===== src/rtl/fault_guard_consts.svh =====
/*
  Constants of the supply fault and shoot-through guard: register
  offsets, field positions, reset values and timing figures.
  Assumes inclusion by bare name from the design file and the bench.
*/
`ifndef FAULT_GUARD_CONSTS_SVH
`define FAULT_GUARD_CONSTS_SVH

// ----------------------------------------------------------------------
// Register offsets (byte addresses, one word each)
// ----------------------------------------------------------------------
`define OFS_ERR 8'h00
`define OFS_CTRL 8'h04
`define OFS_CFG 8'h08
`define OFS_STAT 8'h0C

// ----------------------------------------------------------------------
// Error register fields (write one to clear)
// ----------------------------------------------------------------------
`define ERR_PRIM_RST 0
`define ERR_POS_UV 1
`define ERR_POS_OV 2
`define ERR_NEG_UV 3
`define ERR_NEG_OV 4
`define ERR_OV_TMO 5
`define ERR_ST 6
`define ERR_W 7

// ----------------------------------------------------------------------
// Control, configuration and status fields
// ----------------------------------------------------------------------
`define CTRL_SEL 0
`define CTRL_REF 1
`define CFG_NEG_OV_DIS 0
`define CFG_RESET 1'b1
`define STAT_W 10

// ----------------------------------------------------------------------
// Timing
// ----------------------------------------------------------------------
`define CLK_PERIOD_NS 50
`define DEAD_TIME_NS 200
`define ST_FILTER_NS 50
`define DEAD_CYC ((`DEAD_TIME_NS + `CLK_PERIOD_NS - 1) / `CLK_PERIOD_NS)
`define FILT_CYC ((`ST_FILTER_NS + `CLK_PERIOD_NS - 1) / `CLK_PERIOD_NS)
`define WDOG_LIMIT_DEFAULT 65535

`endif


===== src/rtl/fault_guard_pkg.sv =====
/*
  Types of the supply fault and shoot-through guard.
  Assumes nothing of its surroundings.
*/
package fault_guard_pkg;

    // Counterpart tracking for the shoot-through guard
    typedef enum logic [1:0] {
        ST_ARMED,
        ST_INHIBIT,
        ST_DEAD
    } st_state_t;

    typedef logic [31:0] apb_word_t;

endpackage : fault_guard_pkg


===== src/rtl/supply_fault_and_shoot_through_guard.sv =====
/*
  Supply fault logic and shoot-through guard of an isolated gate driver,
  with an APB register slave for flags, control and live status.
  Assumes comparator levels and PWM inputs arrive asynchronously and are
  synchronised here; the APB master follows the usual two-phase protocol.
*/
`timescale 1ns/1ps
`default_nettype none
`include "fault_guard_consts.svh"

// Overview of operation
// Primary undervoltage starts regular turn-off and pulls reset/ready low.
// Primary recovery releases reset/ready and sets primary-reset flag.
// Positive secondary undervoltage: turn-off, error flag, fault output.
// Positive secondary overvoltage: turn-off, error flag, fault output.
// Active selection 0 gives class B reaction, 1 gives class C.
// Software select and refresh bits are mirrored to secondary copies.
// Active selection sets only when mirrored select and refresh are set.
// Active selection clears on mirrored select low or watchdog timeout.
// Rising active selection resets watchdog; it counts while set.
// Refresh bit rising edge resets the watchdog timer.
// Watchdog overflow clears active selection and sets timeout flag.
// Negative secondary undervoltage: turn-off, error flag, fault output.
// Negative overvoltage acts only while its disable bit is zero.
// Negative overvoltage disable bit resets to one.
// Live monitor status bits readable apart from latched flags.
// Positive secondary below reset threshold holds secondary logic reset.
// Counterpart on inhibits own PWM, plus fixed minimum dead time.
// PWM on during inhibition is ignored and sets shoot-through flag.
// Violations shorter than about 50 ns do not set the flag; the code sets it on a violation seen at one clock sample.
// No disable; during power-up PWM activity sets flag, blocks turn-on.
// Host does normal dead-time management; guard is only a backup.
// Comparator and counterpart inputs are synchronised before use.
module supply_fault_and_shoot_through_guard #(
    parameter int unsigned WDOG_LIMIT = `WDOG_LIMIT_DEFAULT
) (
    input wire logic clk,
    input wire logic reset_n,
    input wire logic clk_en,
    input wire logic psel,
    input wire logic penable,
    input wire logic pwrite,
    input wire logic [7:0] paddr,
    input wire fault_guard_pkg::apb_word_t pwdata,
    output fault_guard_pkg::apb_word_t prdata,
    output logic pready,
    output logic pslverr,
    input wire logic prim_undervolt_cmp,
    input wire logic pos_below_reset_cmp,
    input wire logic pos_undervolt_cmp,
    input wire logic pos_overvolt_cmp,
    input wire logic neg_undervolt_cmp,
    input wire logic neg_overvolt_cmp,
    input wire logic pwm_in_pos,
    input wire logic counterpart_pwm_in,
    output logic reset_ready_n_out,
    output logic supply_fault_n_out,
    output logic regular_turn_off,
    output logic ov_reaction_class_c,
    output logic pwm_gated_out
);
    import fault_guard_pkg::*;

    localparam logic [3:0] DEAD_CYC = 4'(`DEAD_CYC);
    localparam logic [3:0] FILT_CYC = 4'(`FILT_CYC);
    localparam logic [15:0] WDOG_MAX = 16'(WDOG_LIMIT);

    // ------------------------------------------------------------------
    // Reset release and input synchronisers
    // ------------------------------------------------------------------
    logic rst_meta_q;
    logic rst_n_q;

    // Async assert, release through two flops so all logic leaves together
    always_ff @(posedge clk or negedge reset_n) begin
        if (!reset_n) begin
            rst_meta_q <= 1'b0;
            rst_n_q <= 1'b0;
        end else if (clk_en) begin
            rst_meta_q <= 1'b1;
            rst_n_q <= rst_meta_q;
        end
    end

    logic [7:0] raw_in;
    logic [7:0] meta_q;
    logic [7:0] sync_q;
    assign raw_in = {counterpart_pwm_in, pwm_in_pos, neg_overvolt_cmp,
                     neg_undervolt_cmp, pos_overvolt_cmp, pos_undervolt_cmp,
                     pos_below_reset_cmp, prim_undervolt_cmp};

    // Two flops per input; only the second stage is used downstream
    for (genvar i = 0; i < 8; i++) begin : g_sync
        always_ff @(posedge clk or negedge rst_n_q) begin
            if (!rst_n_q) begin
                meta_q[i] <= 1'b0;
                sync_q[i] <= 1'b0;
            end else if (clk_en) begin
                meta_q[i] <= raw_in[i];
                sync_q[i] <= meta_q[i];
            end
        end
    end

    logic s_prim_uv, s_sec_rst, s_pos_uv, s_pos_ov;
    logic s_neg_uv, s_neg_ov, s_pwm, s_cp;
    assign {s_cp, s_pwm, s_neg_ov, s_neg_uv, s_pos_ov, s_pos_uv, s_sec_rst,
            s_prim_uv} = sync_q;

    // ------------------------------------------------------------------
    // APB slave
    // ------------------------------------------------------------------
    logic [`ERR_W-1:0] err_q;
    logic [1:0] ctrl_q;
    logic cfg_q;
    logic [`STAT_W-1:0] stat;
    logic sel_mirror_q, ref_mirror_q, active_q;
    logic wr_en, mapped;
    apb_word_t rd_word;

    assign wr_en = psel && penable && pready && pwrite;
    assign mapped = (paddr == `OFS_ERR) || (paddr == `OFS_CTRL) ||
                    (paddr == `OFS_CFG) || (paddr == `OFS_STAT);

    // Read mux; unmapped and reserved bits read as zero
    always_comb begin
        rd_word = '0;
        case (paddr)
            `OFS_ERR: rd_word[`ERR_W-1:0] = err_q;
            `OFS_CTRL: rd_word[1:0] = ctrl_q;
            `OFS_CFG: rd_word[0] = cfg_q;
            `OFS_STAT: rd_word[`STAT_W-1:0] = stat;
            default: rd_word = '0;
        endcase
    end

    // One access cycle, answer registered in the setup cycle
    always_ff @(posedge clk or negedge rst_n_q) begin
        if (!rst_n_q) begin
            pready <= 1'b0;
            pslverr <= 1'b0;
            prdata <= '0;
        end else if (clk_en) begin
            pready <= psel && !penable;
            pslverr <= psel && !penable && !mapped;
            prdata <= (psel && !penable && !pwrite) ? rd_word : '0;
        end
    end

    // Control and configuration registers
    always_ff @(posedge clk or negedge rst_n_q) begin
        if (!rst_n_q) begin
            ctrl_q <= 2'h0;
            cfg_q <= `CFG_RESET;
        end else if (clk_en && wr_en) begin
            if (paddr == `OFS_CTRL)
                ctrl_q <= pwdata[1:0];
            if (paddr == `OFS_CFG)
                cfg_q <= pwdata[`CFG_NEG_OV_DIS];
        end
    end

    // ------------------------------------------------------------------
    // Supply fault reaction
    // ------------------------------------------------------------------
    logic neg_ov_act;
    logic [4:0] cond;
    logic [4:0] cond_prev_q;
    logic [`ERR_W-1:0] err_set, err_clr;
    logic wd_timeout;
    logic viol_hit, st_inhibit;

    assign neg_ov_act = s_neg_ov && !cfg_q;
    // Secondary monitors count only while secondary logic is out of reset
    assign cond = {s_prim_uv,
                   !s_sec_rst && s_pos_uv,
                   !s_sec_rst && s_pos_ov,
                   !s_sec_rst && s_neg_uv,
                   !s_sec_rst && neg_ov_act};

    // Live status beside the latched flags
    assign stat = {!reset_ready_n_out, !supply_fault_n_out, ref_mirror_q,
                   sel_mirror_q, active_q, s_pwm && st_inhibit,
                   s_neg_ov, s_neg_uv, s_pos_ov, s_pos_uv};

    assign err_set = {viol_hit, wd_timeout, cond[0], cond[1], cond[2],
                      cond[3], cond_prev_q[4] && !s_prim_uv};
    assign err_clr = (wr_en && paddr == `OFS_ERR) ?
                     pwdata[`ERR_W-1:0] : '0;

    // Sticky flags: a set in the clearing cycle wins over the clear
    always_ff @(posedge clk or negedge rst_n_q) begin
        if (!rst_n_q) begin
            err_q <= '0;
        end else if (clk_en) begin
            err_q <= (err_q & ~err_clr) | err_set;
            if (s_sec_rst)
                err_q[`ERR_NEG_OV:`ERR_POS_UV] <= 4'h0;
        end
    end

    // Turn-off pulse on the onset of any fault, pins follow the condition
    always_ff @(posedge clk or negedge rst_n_q) begin
        if (!rst_n_q) begin
            cond_prev_q <= 5'h0;
            regular_turn_off <= 1'b0;
            reset_ready_n_out <= 1'b0;
            supply_fault_n_out <= 1'b1;
            ov_reaction_class_c <= 1'b0;
        end else if (clk_en) begin
            cond_prev_q <= cond;
            regular_turn_off <= |(cond & ~cond_prev_q);
            reset_ready_n_out <= !s_prim_uv;
            supply_fault_n_out <= !(|cond[3:0]);
            ov_reaction_class_c <= active_q;
        end
    end

    // ------------------------------------------------------------------
    // Overvoltage reaction selection and watchdog
    // ------------------------------------------------------------------
    logic ref_prev_q, active_prev_q, lock_q;
    logic [15:0] wd_cnt_q;
    logic ref_rise;

    assign ref_rise = ref_mirror_q && !ref_prev_q;
    assign wd_timeout = active_q && (wd_cnt_q == WDOG_MAX);

    // Mirrors and active selection; a timeout locks out re-selection
    // until the next refresh edge, else it would re-arm at once
    always_ff @(posedge clk or negedge rst_n_q) begin
        if (!rst_n_q) begin
            sel_mirror_q <= 1'b0;
            ref_mirror_q <= 1'b0;
            ref_prev_q <= 1'b0;
            active_q <= 1'b0;
            active_prev_q <= 1'b0;
            lock_q <= 1'b0;
        end else if (clk_en) begin
            if (s_sec_rst) begin
                sel_mirror_q <= 1'b0;
                ref_mirror_q <= 1'b0;
                ref_prev_q <= 1'b0;
                active_q <= 1'b0;
                active_prev_q <= 1'b0;
                lock_q <= 1'b0;
            end else begin
                sel_mirror_q <= ctrl_q[`CTRL_SEL];
                ref_mirror_q <= ctrl_q[`CTRL_REF];
                ref_prev_q <= ref_mirror_q;
                active_prev_q <= active_q;
                if (wd_timeout)
                    lock_q <= 1'b1;
                else if (ref_rise)
                    lock_q <= 1'b0;
                if (!sel_mirror_q || wd_timeout)
                    active_q <= 1'b0;
                else if (sel_mirror_q && ref_mirror_q && !lock_q)
                    active_q <= 1'b1;
            end
        end
    end

    // Watchdog counts while selected, restarts on select or refresh edge
    always_ff @(posedge clk or negedge rst_n_q) begin
        if (!rst_n_q) begin
            wd_cnt_q <= 16'h0000;
        end else if (clk_en) begin
            if (!active_q || s_sec_rst)
                wd_cnt_q <= 16'h0000;
            else if (!active_prev_q || ref_rise)
                wd_cnt_q <= 16'h0000;
            else if (wd_cnt_q != WDOG_MAX)
                wd_cnt_q <= wd_cnt_q + 16'h0001;
        end
    end

    // ------------------------------------------------------------------
    // Shoot-through guard (no disable; host keeps its own dead time)
    // ------------------------------------------------------------------
    st_state_t st_q;
    logic [3:0] dead_q, filt_q;
    logic block_q, power_up, viol;

    // Before supplies are good any PWM activity counts as a violation
    assign power_up = s_prim_uv || s_sec_rst;
    assign st_inhibit = (st_q != ST_ARMED) || s_cp || power_up;
    assign viol = s_pwm && st_inhibit;
    // Widened so a saturated filter count cannot wrap and drop the flag
    assign viol_hit = viol && ({1'b0, filt_q} + 5'h01 >= {1'b0, FILT_CYC});

    // Counterpart tracking with the fixed dead time after it goes off
    always_ff @(posedge clk or negedge rst_n_q) begin
        if (!rst_n_q) begin
            st_q <= ST_ARMED;
            dead_q <= 4'h0;
        end else if (clk_en) begin
            case (st_q)
                ST_ARMED: if (s_cp) st_q <= ST_INHIBIT;
                ST_INHIBIT: if (!s_cp) begin
                    st_q <= ST_DEAD;
                    dead_q <= DEAD_CYC - 4'h1;
                end
                ST_DEAD: begin
                    if (s_cp)
                        st_q <= ST_INHIBIT;
                    else if (dead_q == 4'h0)
                        st_q <= ST_ARMED;
                    else
                        dead_q <= dead_q - 4'h1;
                end
                default: st_q <= ST_ARMED;
            endcase
        end
    end

    // An on level raised while inhibited is ignored until it drops
    always_ff @(posedge clk or negedge rst_n_q) begin
        if (!rst_n_q) begin
            block_q <= 1'b0;
            filt_q <= 4'h0;
            pwm_gated_out <= 1'b0;
        end else if (clk_en) begin
            filt_q <= viol ? ((filt_q == 4'hF) ? filt_q : filt_q + 4'h1)
                           : 4'h0;
            if (!s_pwm)
                block_q <= 1'b0;
            else if (st_inhibit)
                block_q <= 1'b1;
            pwm_gated_out <= s_pwm && !st_inhibit && !block_q;
        end
    end
endmodule : supply_fault_and_shoot_through_guard
`default_nettype wire


===== config.mk =====
export PLATFORM = sky130hd
export DESIGN_NAME = supply_fault_and_shoot_through_guard
export DESIGN_NICKNAME = d
export VERILOG_FILES = /design/src/rtl/fault_guard_pkg.sv /design/src/rtl/supply_fault_and_shoot_through_guard.sv
export VERILOG_INCLUDE_DIRS = /design/src /design/src/rtl
export SDC_FILE = /design/constraint.sdc
export NUM_CORES = 1
export LEC_CHECK = 0
export ABC_AREA = 1
export BUFFER_PORTS_ARGS = -buffer_cell sky130_fd_sc_hd__buf_2
export CORE_ASPECT_RATIO = 0.5
export CORE_MARGIN = 2
export CORE_UTILIZATION = 40
export DETAILED_ROUTE_END_ITERATION = 6
export PLACE_DENSITY_LB_ADDON = 0.25
export SLEW_MARGIN = 20
export SYNTH_ARGS = -nofsm -noshare
export SYNTH_HDL_FRONTEND = slang
export SYNTH_SLANG_ARGS = --single-unit

===== constraint.sdc =====
create_clock -name clk -period 2.48 [get_ports clk]
set_input_delay 0.248 -clock clk [delete_from_list [all_inputs] [get_ports clk]]
set_output_delay 0.248 -clock clk [all_outputs]
set_load 0.02 [all_outputs]

* Word-level counts from Yosys, hierarchy flattened
Cells that the tools add are included.
** Storage, ports and cells
- Memory bits (writable) :: 0
- Latch bits :: 0
- Input port bits :: 54
- Logic and storage cells :: 165
- Memories :: 0
- ROM bits :: 0
- Bits in registers :: 105
- Output and inout bits :: 39
** Cells by class
- Equal/unequal tests :: 15
- Reductions and logical operators :: 66
- Div/mod/pow operators :: 0
- Bitwise gates (word level) :: 5
- Muxes and demuxes :: 33
- $lt $le $gt $ge :: 1
- Shifts and indexed selects :: 0
- Multiply operators :: 0
- $add $sub $neg :: 4
** Operator list (number)
- 2-to-1 mux 16 bit :: 3
- 2-to-1 mux 4 bit :: 6
- logical AND 1 bit :: 22
- adder 16 x 1 -> 16 bit, second input constant :: 1
- == test 16 bit, second input constant :: 1
- == test 8 x 4 -> 1 bit, second input constant :: 2
- logical NOT 1 bit :: 16
- != test 16 bit, second input constant :: 1
- AND reduction 2 bit :: 7
- 2-to-1 mux 1 bit :: 12
- 2-to-1 mux 10 bit :: 1
- != test 2 bit, second input constant :: 5
- case mux 5 bit (2 select lines) :: 1
- logical OR 1 bit :: 9
- nonzero test 3 bit :: 3
- == test 8 x 3 -> 1 bit, second input constant :: 1
- logical NOT 8 bit :: 1
- 2-to-1 mux 2 bit :: 4
- case mux 4 bit (2 select lines) :: 1
- AND 7 bit :: 1
- 2-to-1 mux 7 bit :: 1
- inverter 7 bit :: 1
- OR 7 bit :: 1
- case mux 2 bit (3 select lines) :: 1
- 21 further kinds :: 22

* Longest topological paths before layout
Gate-level depths: netlist of the first run.
- Depth after elaboration :: 9
- Gate-level depth with buffers :: 10
- Depth with buffers taken out :: 10

* Worst setup path after synthesis of the first run
No wires, ideal clock.
- Path kind :: reg-to-reg
- Start :: reg, netlist name rst_n_q
- End :: reg rst_n_q
- Path buffers :: 0
- Clock period less this slack :: 2.346 ns
- Arrival time :: 2.273 ns
- Setup time :: 0.073 ns
- Path slack :: 0.134 ns
- Data required time :: 2.407 ns
- Cell stages (with the launch flop) :: 3
- Path through :: dfrtp_1 -> nand2_1 -> nand2_1
** RTL lines
- end signal, assigned :: line supply_fault_and_shoot_through_guard.sv:81 : rst_n_q <= rst_meta_q;
- end, declared :: line supply_fault_and_shoot_through_guard.sv:72 : logic rst_n_q;

* Worst setup path in the final report of the first run
- Start :: reg sync_q[1], in the netlist s_sec_rst
- End :: reg wd_cnt_q[9]
** On the way
- Word-level cells in the longest chain between the ends :: 3
- Elaborated cells between the ends (all ways) :: 4
- Classes of those cells :: 1 x mux; 3 x reduce/logical
** RTL lines
- start, declared :: line supply_fault_and_shoot_through_guard.sv:87 : logic [7:0] sync_q;
- start signal, assigned by index :: line supply_fault_and_shoot_through_guard.sv:100 : sync_q[i] <= meta_q[i];
- logical OR 1 bit * :: line supply_fault_and_shoot_through_guard.sv:269 : if (!active_q || s_sec_rst)
- nonzero test 3 bit (no line)
- AND reduction 2 bit (no line)
- end signal, assigned :: line supply_fault_and_shoot_through_guard.sv:274 : wd_cnt_q <= wd_cnt_q + 16'h0001;
- end, declared :: line supply_fault_and_shoot_through_guard.sv:223 : logic [15:0] wd_cnt_q;
Mark *: on every way between the ends. The rest lies on a longest branch, timed or not.
A chain may end at the register's enable or synchronous reset.

==> summary.md, run 1 <==
* 693 ps — setup slack after layout
* 12.6 µm — routed length per instance
* 672 ps — post-placement setup slack
* 3 — maximum level of the CTS H-tree
* 350 ps — clock network latency to the later pin of the worst-skew pair
* register — crit path capture type
* 4.74 — Via density
* 0 — number of remaining DRC errors
* dfrtp_1 — Synth Flop Type
* 9080 µm — final wirelength
* 0 — Hold Fails Final Rpt
* 0.0799 — compound-cell area share of the yosys netlist
* 3.44 mW — power after layout
* 712 nW/µm² — PD cells
* 0 ps — sum of negative setup slack
* 3203 — vias in the first global route
* 4230 µm² — Post-Synthesis Cell Area
* 9 — critical path fanouts, max
* false — unrepaired setup endpoints after global routing
* 45 — count of buffers inserted at the top-level ports
* 83 — register bit count reported by yosys
* 44 — pin count of the biggest net entering global routing
* register to register — critical path class
* 14.3% — Area Overhead vs Synth
* 60 ps — Clk pin slew, worst setup/hold paths
* nor3_2 — critical path's slowest cell
* 0 — final number of max-transition violations
* done — TritonCTS clock tree
* 0.512 — worst max-slew margin expressed relative to the limit
* 3405 — total number of vias
* 0 — gr ovfl total
* primary input to register — type of the tightest min-delay check
* 0 — initial antenna violation count
* 0.171 — combined global-route utilization of all metal layers
* 6430 µm — Post-DP HPWL
* 560 MHz — Max Freq
* 2760 ps — required time of the worst setup path
* finished, final reports clean — run status
* 76.7 µm — Vert. Die Dim
* register — Critical Path Source Type
* 11500 µm² — total die area
* inv_2 -> nand4_4 -> nor3_2 -> nand3_1 -> nand2_1 — critical path, cell by cell
* nand2_1 — most common library cell in the layout ignoring fill and taps
* 600 ps — slowest stage delay, CP
* 15400 µm — first-pass GRT wire length
* 0 — count of endpoints failing setup in the final report
* 8.09 µm² — syn avg cell area
* 0.000393 V — VDD IR max
* 83 — sink count of the clock tree
* 0 — mux contribution to synthesized area
* 0.163 — layout cell share with drive strength beyond 1
* 10200 µm² — area of the placeable core
* 9 — cts bufs inserted
* 0.821 — routability congestion estimate from global placement
* 9.25 ps — post-route clock skew
* 37 — distinct cell type count after synthesis
* 631 — number of nets in the layout
* 0.0145 — Synth Area in XOR/XNOR
* 2 — maximum count of clock buffers along a single path
* 2.41 nW — leakage power total
* simple AND/OR/NAND/NOR gates — combinational family with the most area after synthesis
* 0 — count of inserted antenna diode cells
* 0.0118 — adder-cell share of the synthesized area
* 0 — total of max-cap violations
* 0 — count of flip-flops with a built-in enable after synthesis
* clkbuf_16 — root cell of the clock tree
* 93 — I/O pin total
* 0.492 — fraction of the yosys area taken by sequential cells
* 728 ps — slew at the pin closest to its max-slew limit
* 0 — Synth Warn #
* 0 — count of antenna-violating nets left after detailed routing
* 0 — number of buffers inserted to repair setup after CTS
* 149 µm — die boundary width
* 273 — initial DRC count
* 0.300 — share of synthesized cell area in and, or, nand and nor gates
* 523 — cells after synthesis
* 6 — number of detailed-route iterations in the first pass
* 1.00 — asr flop ratio synth
* 2070 ps — data arrival time of the critical path
* nand2_1, dfrtp_1, nand3_1, inv_1, buf_2 — top library cells by usage in the layout, fill and taps aside
* 0 — post-cts gate resize count
* 0.413 — effective utilization at floorplan
* 0.721 — Final period util
* 26 — total number of placement rows
* 1790 ps — minimum clock period after layout
-- repair_timing --
| action | CTS | global route |
|---|---|---|
| hold endpoints to repair | 2 | 0 |
| hold buffers | 1 | 0 |
| endpoints found under the setup margin | 0 | 0 |
-- layer usage --
layer  wire [µm]  up-vias  track usage  share of wire
li1            -     1743            -              -
met1        4560     1587        0.233           0.50
met2        4050       65        0.265           0.45
met3         373       10       0.0470          0.041
met4         104        0       0.0533          0.011
met5           0        -            0              0
-- worst max-delay path: cells and delay by family (launching register included) --
| family | cells | cell delay [ps] |
|---|---|---|
| flip-flops | 1 | 480 |
| AND/OR/NAND/NOR | 4 | 1030 |
| buffers and inverters | 1 | 230 |
-- layout make-up --
cell class / count / area [µm²]
Clock buffer: 9 / 225
Clock inverter: 7 / 82.6
Fill cell: 1011 / 5410
Inverter: 50 / 188
Multi-Input combinational cell: 377 / 1800
Sequential cell: 83 / 2080
Tap cell: 140 / 175
Timing Repair Buffer: 52 / 280
-- through the flow --
step	instance area, µm²	hold WS, ps	std cells	util
floorplan	4310	-47.6	544	-
global placement	4520	36.3	701	0.441
detailed placement	4520	40.1	701	0.441
CTS	4830	88.6	718	0.472
global route	4830	91.5	718	0.472
finish	4830	100	718	0.472
-- sequential cells by signal, indices dropped and copies added, names as in the netlist, 2 cells and up --
register / cells
prdata: 10
ctrl_q: 2
st_q: 2
meta_q: 8
filt_q: 4
dead_q: 4
cond_prev_q: 5
err_q: 7
wd_cnt_q: 16
-- logic make-up after synthesis --
kind of cell             after synthesis
AND/OR/NAND/NOR                      284
buffers and inverters                 84
flip-flops                            83
AO/OA/AOI/OAI                         60
XOR/XNOR                               7
adder cells (fa/ha/maj)                4
other                                  1
-- Yosys cell counts (2+ instances only) --
library cell	number	area share
clkbuf_1	7	0.0062
nor2_4	3	0.0080
or2_2	2	0.0030
nor2_2	3	0.0044
a22o_1	2	0.0041
dfstp_2	2	0.012
inv_1	47	0.042
xor2_1	4	0.0083
o22ai_1	5	0.0074
nand2_4	2	0.0053
o21ai_0	31	0.037
nand2_2	6	0.0089
nand3b_1	2	0.0035
buf_4	23	0.041
a21oi_1	11	0.013
dfrtp_1	81	0.48
o21ai_1	2	0.0024
nor3_1	7	0.0083
nand3_1	48	0.057
xnor2_1	3	0.0062
inv_2	3	0.0027
o211ai_1	3	0.0053
o21bai_1	3	0.0053
buf_2	2	0.0024
ha_1	4	0.012
nand2_1	163	0.14
nand4_1	11	0.016
nor3_2	2	0.0047
nor2_1	33	0.029
-- path summary, 6_finish.rpt --
kind,slack (ps),depth (start not counted),to,from
max,690,5,wd_cnt_q[9],s_sec_rst
min,100,3,meta_q[1],pos_below_reset_cmp
max reg2reg,690,5,wd_cnt_q[9],s_sec_rst
min reg2reg,320,0,dead_q[1],rst_n_q
max in group asynchronous,1410,1,cfg_q,rst_n_q
min in group asynchronous,210,2,rst_n_q,reset_n
-- where the power goes --
part | internal, mW | leakage (nW) | switching, mW | total, mW
sequential | 1.48 | 1.06 | 0.101 | 1.58
combinational | 0.159 | 1.21 | 0.317 | 0.476
clock | 0.798 | 0.145 | 0.591 | 1.39
total | 2.43 | 2.41 | 1.01 | 3.44
No activity file was read; power rests on OpenSTA's default activity.
==> run 2: changes to the inputs <==
clock period = 1.85 ns   (was 2.48 ns; I/O delays follow)
==> run 2 against run 1 <==
  * Die area unchanged
  * Register-to-register slack got worse by 460 ps
  * Sequential power grew 33%
  * First-iteration DRC count is 16% lower
  * Hold slack lost 58 ps
  * Clock power up 26%
  * Count of clock-buffer cells in the layout increased by 5
  * Largest power group unchanged
  * Critical path depth increased by 5
==> summary.md, run 2 (synthesis gave the netlist of run 1 again) <==
* finished, final reports clean — run status
* 115 ps — post-placement setup slack, -556 ps
* 6420 µm — Post-DP HPWL, -0.17%
* wd_cnt_q[1] — launching point of the worst reg2reg path
* pwm_in_pos — hold path startpoint
* nand2_1 — most common library cell in the layout ignoring fill and taps
* 8890 µm — final wirelength, -2.1%
* 617 MHz — Max Freq, +10%
* 2 — maximum count of clock buffers along a single path, unchanged
* wd_cnt_q — largest reg by FF count
* 515 ps — slew at the pin closest to its max-slew limit, -213 ps
* 0 — count of antenna-violating nets left after detailed routing, unchanged
* primary input to register — type of the tightest min-delay check
* 83 — sink count of the clock tree, unchanged
* 370 ps — slowest stage delay, CP, -230 ps
* 149 µm — die boundary width, unchanged
* register — crit path capture type
* 0.164 — layout cell share with drive strength beyond 1, +0.00175
* 2080 ps — required time of the worst setup path, -680 ps
* wd_cnt_q (16), prdata (10), meta_q (8) — largest registers
* 0.811 — routability congestion estimate from global placement, -1.3%
* 10 — depth of the worst register-to-register path, +5
* 0.877 — Final period util, +0.156
* 26 — total number of placement rows, unchanged
* ha_1 -> nand2_2 -> nor2_4 -> nand2_4 -> nor2_4 -> nand2_2 -> nand2_4 -> inv_1 -> nand2_1 -> nand2_1 — critical path, cell by cell
* nand2_1, dfrtp_1, nand3_1, inv_1, buf_2 — top library cells by usage in the layout, fill and taps aside
* 0.171 — combined global-route utilization of all metal layers, about the same
* 15.6% — Area Overhead vs Synth
* 0 — number of remaining DRC errors, unchanged
* 1001 — Filler cells, -0.99%
* dfrtp_1 — critical path's slowest cell
* 4590 µm² — Post-DP Area, +1.6%
* 2.45 nW — leakage power total, +1.6%
* 637 — number of nets in the layout, +0.95%
* 229 — initial DRC count, -16%
* 3375 — total number of vias, -0.88%
* 724 — number of cells in the finished layout apart from fillers, +0.84%
* 10200 µm² — area of the placeable core, unchanged
* 228 ps — setup slack after layout, -465 ps
* 15400 µm — first-pass GRT wire length, +0.23%
* 0 — count of inserted antenna diode cells, unchanged
* 0 — total of max-cap violations, unchanged
* 0 — initial antenna violation count, unchanged
* 0 — final number of max-transition violations, unchanged
* 4.66 — Via density, -1.7%
* 0 — Hold Fails Final Rpt, unchanged
* 707 — number of cells after detailed placement, +0.86%
* 0 ps — sum of negative setup slack, unchanged
* 1850 ps — data arrival time of the critical path, -220 ps
* 0.657 — worst max-slew margin expressed relative to the limit, +0.144
* 11500 µm² — total die area, unchanged
* clkbuf_16 — root cell of the clock tree
* false — unrepaired setup endpoints after global routing
* 7 — critical path fanouts, max, -2
* 340 ps — clock network latency to the later pin of the worst-skew pair, about the same
* register to register — critical path class
* 66 — pin count of the biggest net entering global routing, +50%
* simple AND/OR/NAND/NOR gates — Largest delay share family, worst path
* 93 — I/O pin total, unchanged
* 0 — gr ovfl total, unchanged
* register — Critical Path Source Type
* 1620 ps — minimum clock period after layout, -165 ps
* 76.7 µm — Vert. Die Dim, unchanged
* 12.3 µm — routed length per instance, -2.9%
* 0.477 — share of the core filled with cells in the final layout, +0.00562
* 925 nW/µm² — PD cells, +30%
* 9 — cts bufs inserted, unchanged
* done — TritonCTS clock tree
* 0 — number of buffers inserted to repair setup after CTS, unchanged
* 16 — number of flip-flops under the largest register name, unchanged
* wd_cnt_q[1] — launching instance or port of the critical path
* 0.000528 V — VDD IR max, +34%
* 0 — count of endpoints failing setup in the final report, unchanged
* 4890 µm² — Final Cell Area, +1.2%
* 60 ps — Clk pin slew, worst setup/hold paths, about the same
* 1 — WP buf/inv, unchanged
* 45 — count of buffers inserted at the top-level ports, unchanged
* 5 — number of detailed-route iterations in the first pass, -1
* 3 — maximum level of the CTS H-tree, unchanged
* 4.06 ps — post-route clock skew, -5.20 ps
* 0.413 — effective utilization at floorplan, unchanged
* 3 — Cells on Worst Hold Path, unchanged
* 10 — Worst path depth, +5
* 3134 — vias in the first global route, -2.2%
==> run 2: power by group <==
| part | switching (mW) | internal (mW) | total [mW] |
|---|---|---|---|
| registers | 0.117 | 1.98 | 2.10 |
| logic | 0.440 | 0.230 | 0.669 |
| clock network | 0.673 | 1.08 | 1.75 |
| total | 1.23 | 3.29 | 4.52 |
==> run 2: final timing paths <==
check                         endpoint  slack, ps
max                        wd_cnt_q[7]        230
min                          meta_q[6]         40
max reg2reg                wd_cnt_q[7]        230
min reg2reg                  meta_q[6]        200
max in group asynchronous        cfg_q       1000
min in group asynchronous      rst_n_q        150
==> run 2: final cells by class <==
cell class                      instances  area (µm²)  share of cell area
Sequential cell                        83        2080               0.426
Inverter                               50         188              0.0384
Clock buffer                           14         254              0.0519
Clock inverter                          2        35.0             0.00716
Timing Repair Buffer                   58         350              0.0716
Multi-Input combinational cell        377        1810               0.369
Tap cell                              140         175              0.0358
==> run 2: repair_timing <==
| action | CTS | global route |
|---|---|---|
| gates resized for setup | 0 | 1 |
| endpoints found under the hold margin | 2 | 0 |
| hold buffers | 1 | 0 |
| endpoints found under the setup margin | 0 | 3 |
==> run 2: worst min-delay path, delay by kind of cell <==
family                 cells  cell delay [ps]
buffers and inverters      1               70
and+or+nand+nor            2               90
==> run 2: per-layer routing <==
layer  GRT usage  wire length (µm)
met1       0.236              4470
met2       0.264              3940
met3      0.0446               387
met4      0.0514                95
met5           0                 0
==> run 2: through the flow <==
step	power (mW)	hold WS (ps)
2_1_floorplan	2.63	-111
3_3_place_gp	2.79	-27.8
3_5_place_dp	2.81	-27.2
4_1_cts	4.58	30.9
5_1_grt	4.78	45.1
6_report	4.52	42.8
==> run 3: changes to the inputs <==
CTS_CLUSTER_DIAMETER = 80   (was not set)
PLACE_DENSITY = 0.71   (was not set)
PLACE_DENSITY_LB_ADDON = not set   (was 0.25)
==> run 3 against run 2 <==
  * Via count up 3.6%
  * Global-route usage up 0.12 points
  * Highest routed layer unchanged
  * Clock skew grew 2.5 ps
  * Final area is 0.77% lower
  * Sequential cell count did not move
  * Worst setup slack got worse by 92 ps
  * Sequential power barely moved
  * Die area stayed put
  * First-iteration DRC count up 24%
==> summary.md, run 3 (synthesis gave the netlist of run 1 again) <==
* finished, final reports clean — run status
* 6430 µm — Post-DP HPWL, +0.16%
* 0 — total of max-cap violations, unchanged
* 76.7 µm — Vert. Die Dim, unchanged
* 26 — total number of placement rows, unchanged
* 0.899 — routability congestion estimate from global placement, +11%
* 60 ps — Clk pin slew, worst setup/hold paths, about the same
* done — TritonCTS clock tree
* 0.474 — fraction of power consumed by sequential logic, +0.010
* 1013 — Filler cells, +1.2%
* 4.83 — Via density, +3.6%
* 149 µm — die boundary width, unchanged
* 14.7% — Area Overhead vs Synth
* dfrtp_1 — critical path's slowest cell
* wd_cnt_q[1] — launching point of the worst reg2reg path
* 1.26 mW — switching power, +2.2%
* false — unrepaired setup endpoints after global routing
* 39.9 ps — Final Hold Slack, -2.86 ps
* wd_cnt_q (16), prdata (10), meta_q (8) — largest registers
* 0 ps — sum of negative setup slack, unchanged
* 380 ps — slowest stage delay, CP, about the same
* 2.43 nW — leakage power total, -0.73%
* 0.474 — share of the core filled with cells in the final layout, -0.00366
* wd_cnt_q[8] — endpoint of the worst setup timing path
* 0 — count of endpoints failing setup in the final report, unchanged
* 2 — maximum count of clock buffers along a single path, unchanged
* 0.927 — Final period util, +0.0500
* 3.18 mW — P_int, -3.3%
* wd_cnt_q — largest reg by FF count
* nand2_1 — most common library cell in the layout ignoring fill and taps
* simple AND/OR/NAND/NOR gates — Largest delay share family, worst path
* 83 — sink count of the clock tree, unchanged
* 3 — Cells on Worst Hold Path, unchanged
* 0 — final number of max-transition violations, unchanged
* 2080 µm² — register area, unchanged
* 0.000460 V — VDD IR max, -13%
* 583 MHz — Max Freq, -5.4%
* 0.166 — layout cell share with drive strength beyond 1, +0.00171
* 12.5 µm — routed length per instance, +1.4%
* 0 — number of remaining DRC errors, unchanged
* 1810 µm² — area of the multi-input gates, unchanged
* 43 — pin count of the biggest net entering global routing, -35%
* 6.57 ps — post-route clock skew, +2.52 ps
* 11500 µm² — total die area, unchanged
* 0 — Hold Fails Final Rpt, unchanged
* 1940 ps — data arrival time of the critical path, +90 ps
* 637 — number of nets in the layout, unchanged
* 10 — Worst path depth, unchanged
* 284 — initial DRC count, +24%
* 9 — cts bufs inserted, unchanged
* 140 ps — reg-to-reg slack, setup, -90 ps
* 0.172 — combined global-route utilization of all metal layers, +0.00116
* 16 — number of flip-flops under the largest register name, unchanged
* 45 — count of buffers inserted at the top-level ports, unchanged
* 9020 µm — final wirelength, +1.4%
* 10 — depth of the worst register-to-register path, unchanged
* 1 — WP buf/inv, unchanged
* 3 — maximum level of the CTS H-tree, unchanged
* 0.150 — share of power burned in combinational logic, +0.002
* wd_cnt_q[1] — launching instance or port of the critical path
* register — Critical Path Source Type
* 93 — I/O pin total, unchanged
* 340 ps — clock network latency to the later pin of the worst-skew pair, about the same
* 13 — critical path fanouts, max, +6
* register — crit path capture type
* 0.376 — clock network fraction of design power, -0.012
* 4 — number of detailed-route iterations in the first pass, -1
* 0 — count of antenna-violating nets left after detailed routing, unchanged
* 915 nW/µm² — PD cells, -1.1%
* 0 — gr ovfl total, unchanged
* 0.413 — effective utilization at floorplan, unchanged
* nand2_1, dfrtp_1, nand3_1, inv_1, buf_2 — top library cells by usage in the layout, fill and taps aside
* 10200 µm² — area of the placeable core, unchanged
* ha_1 -> nand2_2 -> nor2_4 -> nand2_4 -> nor2_4 -> nand2_2 -> nand2_4 -> inv_1 -> nand2_1 -> nand2_1 — critical path, cell by cell
* clkbuf_16 — root cell of the clock tree
* 0 — count of inserted antenna diode cells, unchanged
* 0 — initial antenna violation count, unchanged
* 3498 — total number of vias, +3.6%
* 724 — number of cells in the finished layout apart from fillers, unchanged
* 15700 µm — first-pass GRT wire length, +1.7%
* 1710 ps — minimum clock period after layout, +92.4 ps
* wd_cnt_q[8] — Critical R2R Capture
* 0.283 — switching part of the total power, +0.0112
* primary input to register — type of the tightest min-delay check
* 707 — number of cells after detailed placement, unchanged
* 3344 — vias in the first global route, +6.7%
* 2080 ps — required time of the worst setup path, about the same
* register to register — critical path class
-- run 3: what timing repair did --
action,CTS,global route
hold buffers,1,0
setup buffers,0,0
gates resized for setup,0,1
endpoints found under the hold margin,2,0
endpoints found under the setup margin,0,3
-- run 3: cell type report --
| class | count | share of cell area |
|---|---|---|
| Sequential cell | 83 | 0.429 |
| Multi-Input combinational cell | 377 | 0.372 |
| Timing Repair Buffer | 58 | 0.0670 |
| Clock buffer | 14 | 0.0544 |
| Inverter | 50 | 0.0387 |
| Tap cell | 140 | 0.0361 |
| Clock inverter | 2 | 0.00258 |
-- run 3: metrics by stage --
step                power [mW]  worst slack, ps  cell area (µm²)
floorplan                 2.63              312             4310
global placement          2.77              138             4560
detailed placement        2.80             80.5             4560
CTS                       4.49             79.2             4850
global route              4.67             15.4             4850
finish                    4.44              136             4850
-- run 3: metal layers --
layer | GRT usage | routed length (µm) | vias to the layer above
met4 | 0.0610 | 123 | 0
li1 | - | - | 1749
met3 | 0.0363 | 411 | 14
met2 | 0.283 | 4280 | 84
met1 | 0.226 | 4200 | 1651
met5 | 0 | 0 | -
-- run 3: worst register-to-register path, cell delays in order, from the launching register on --
cell and delay (ps):
dfrtp_1 380, ha_1 200, nand2_2 100, nor2_4 180, nand2_4 90, nor2_4 150
nand2_2 80, nand2_4 150, inv_1 140, nand2_1 90, nand2_1 50
-- run 3: worst min-delay path by stage --
| stage | slack (ps) | start | end |
|---|---|---|---|
| 2_1_floorplan | -110 | reset_n | rst_meta_q |
| 3_3_place_gp | -30 | reset_n | rst_meta_q |
| 3_5_place_dp | -20 | reset_n | rst_meta_q |
| 4_1_cts | 30 | pos_below_reset_cmp | meta_q[1] |
| 5_1_grt | 50 | counterpart_pwm_in | meta_q[7] |
| 6_report | 40 | pos_below_reset_cmp | meta_q[1] |
-- run 3: power groups by stage --
stage	Combinational, mW	Clock [mW]	Sequential [mW]
2_1_floorplan	0.474	0	2.15
3_3_place_gp	0.641	0	2.13
3_5_place_dp	0.661	0	2.14
4_1_cts	0.669	1.71	2.11
5_1_grt	0.761	1.78	2.13
6_report	0.664	1.67	2.11
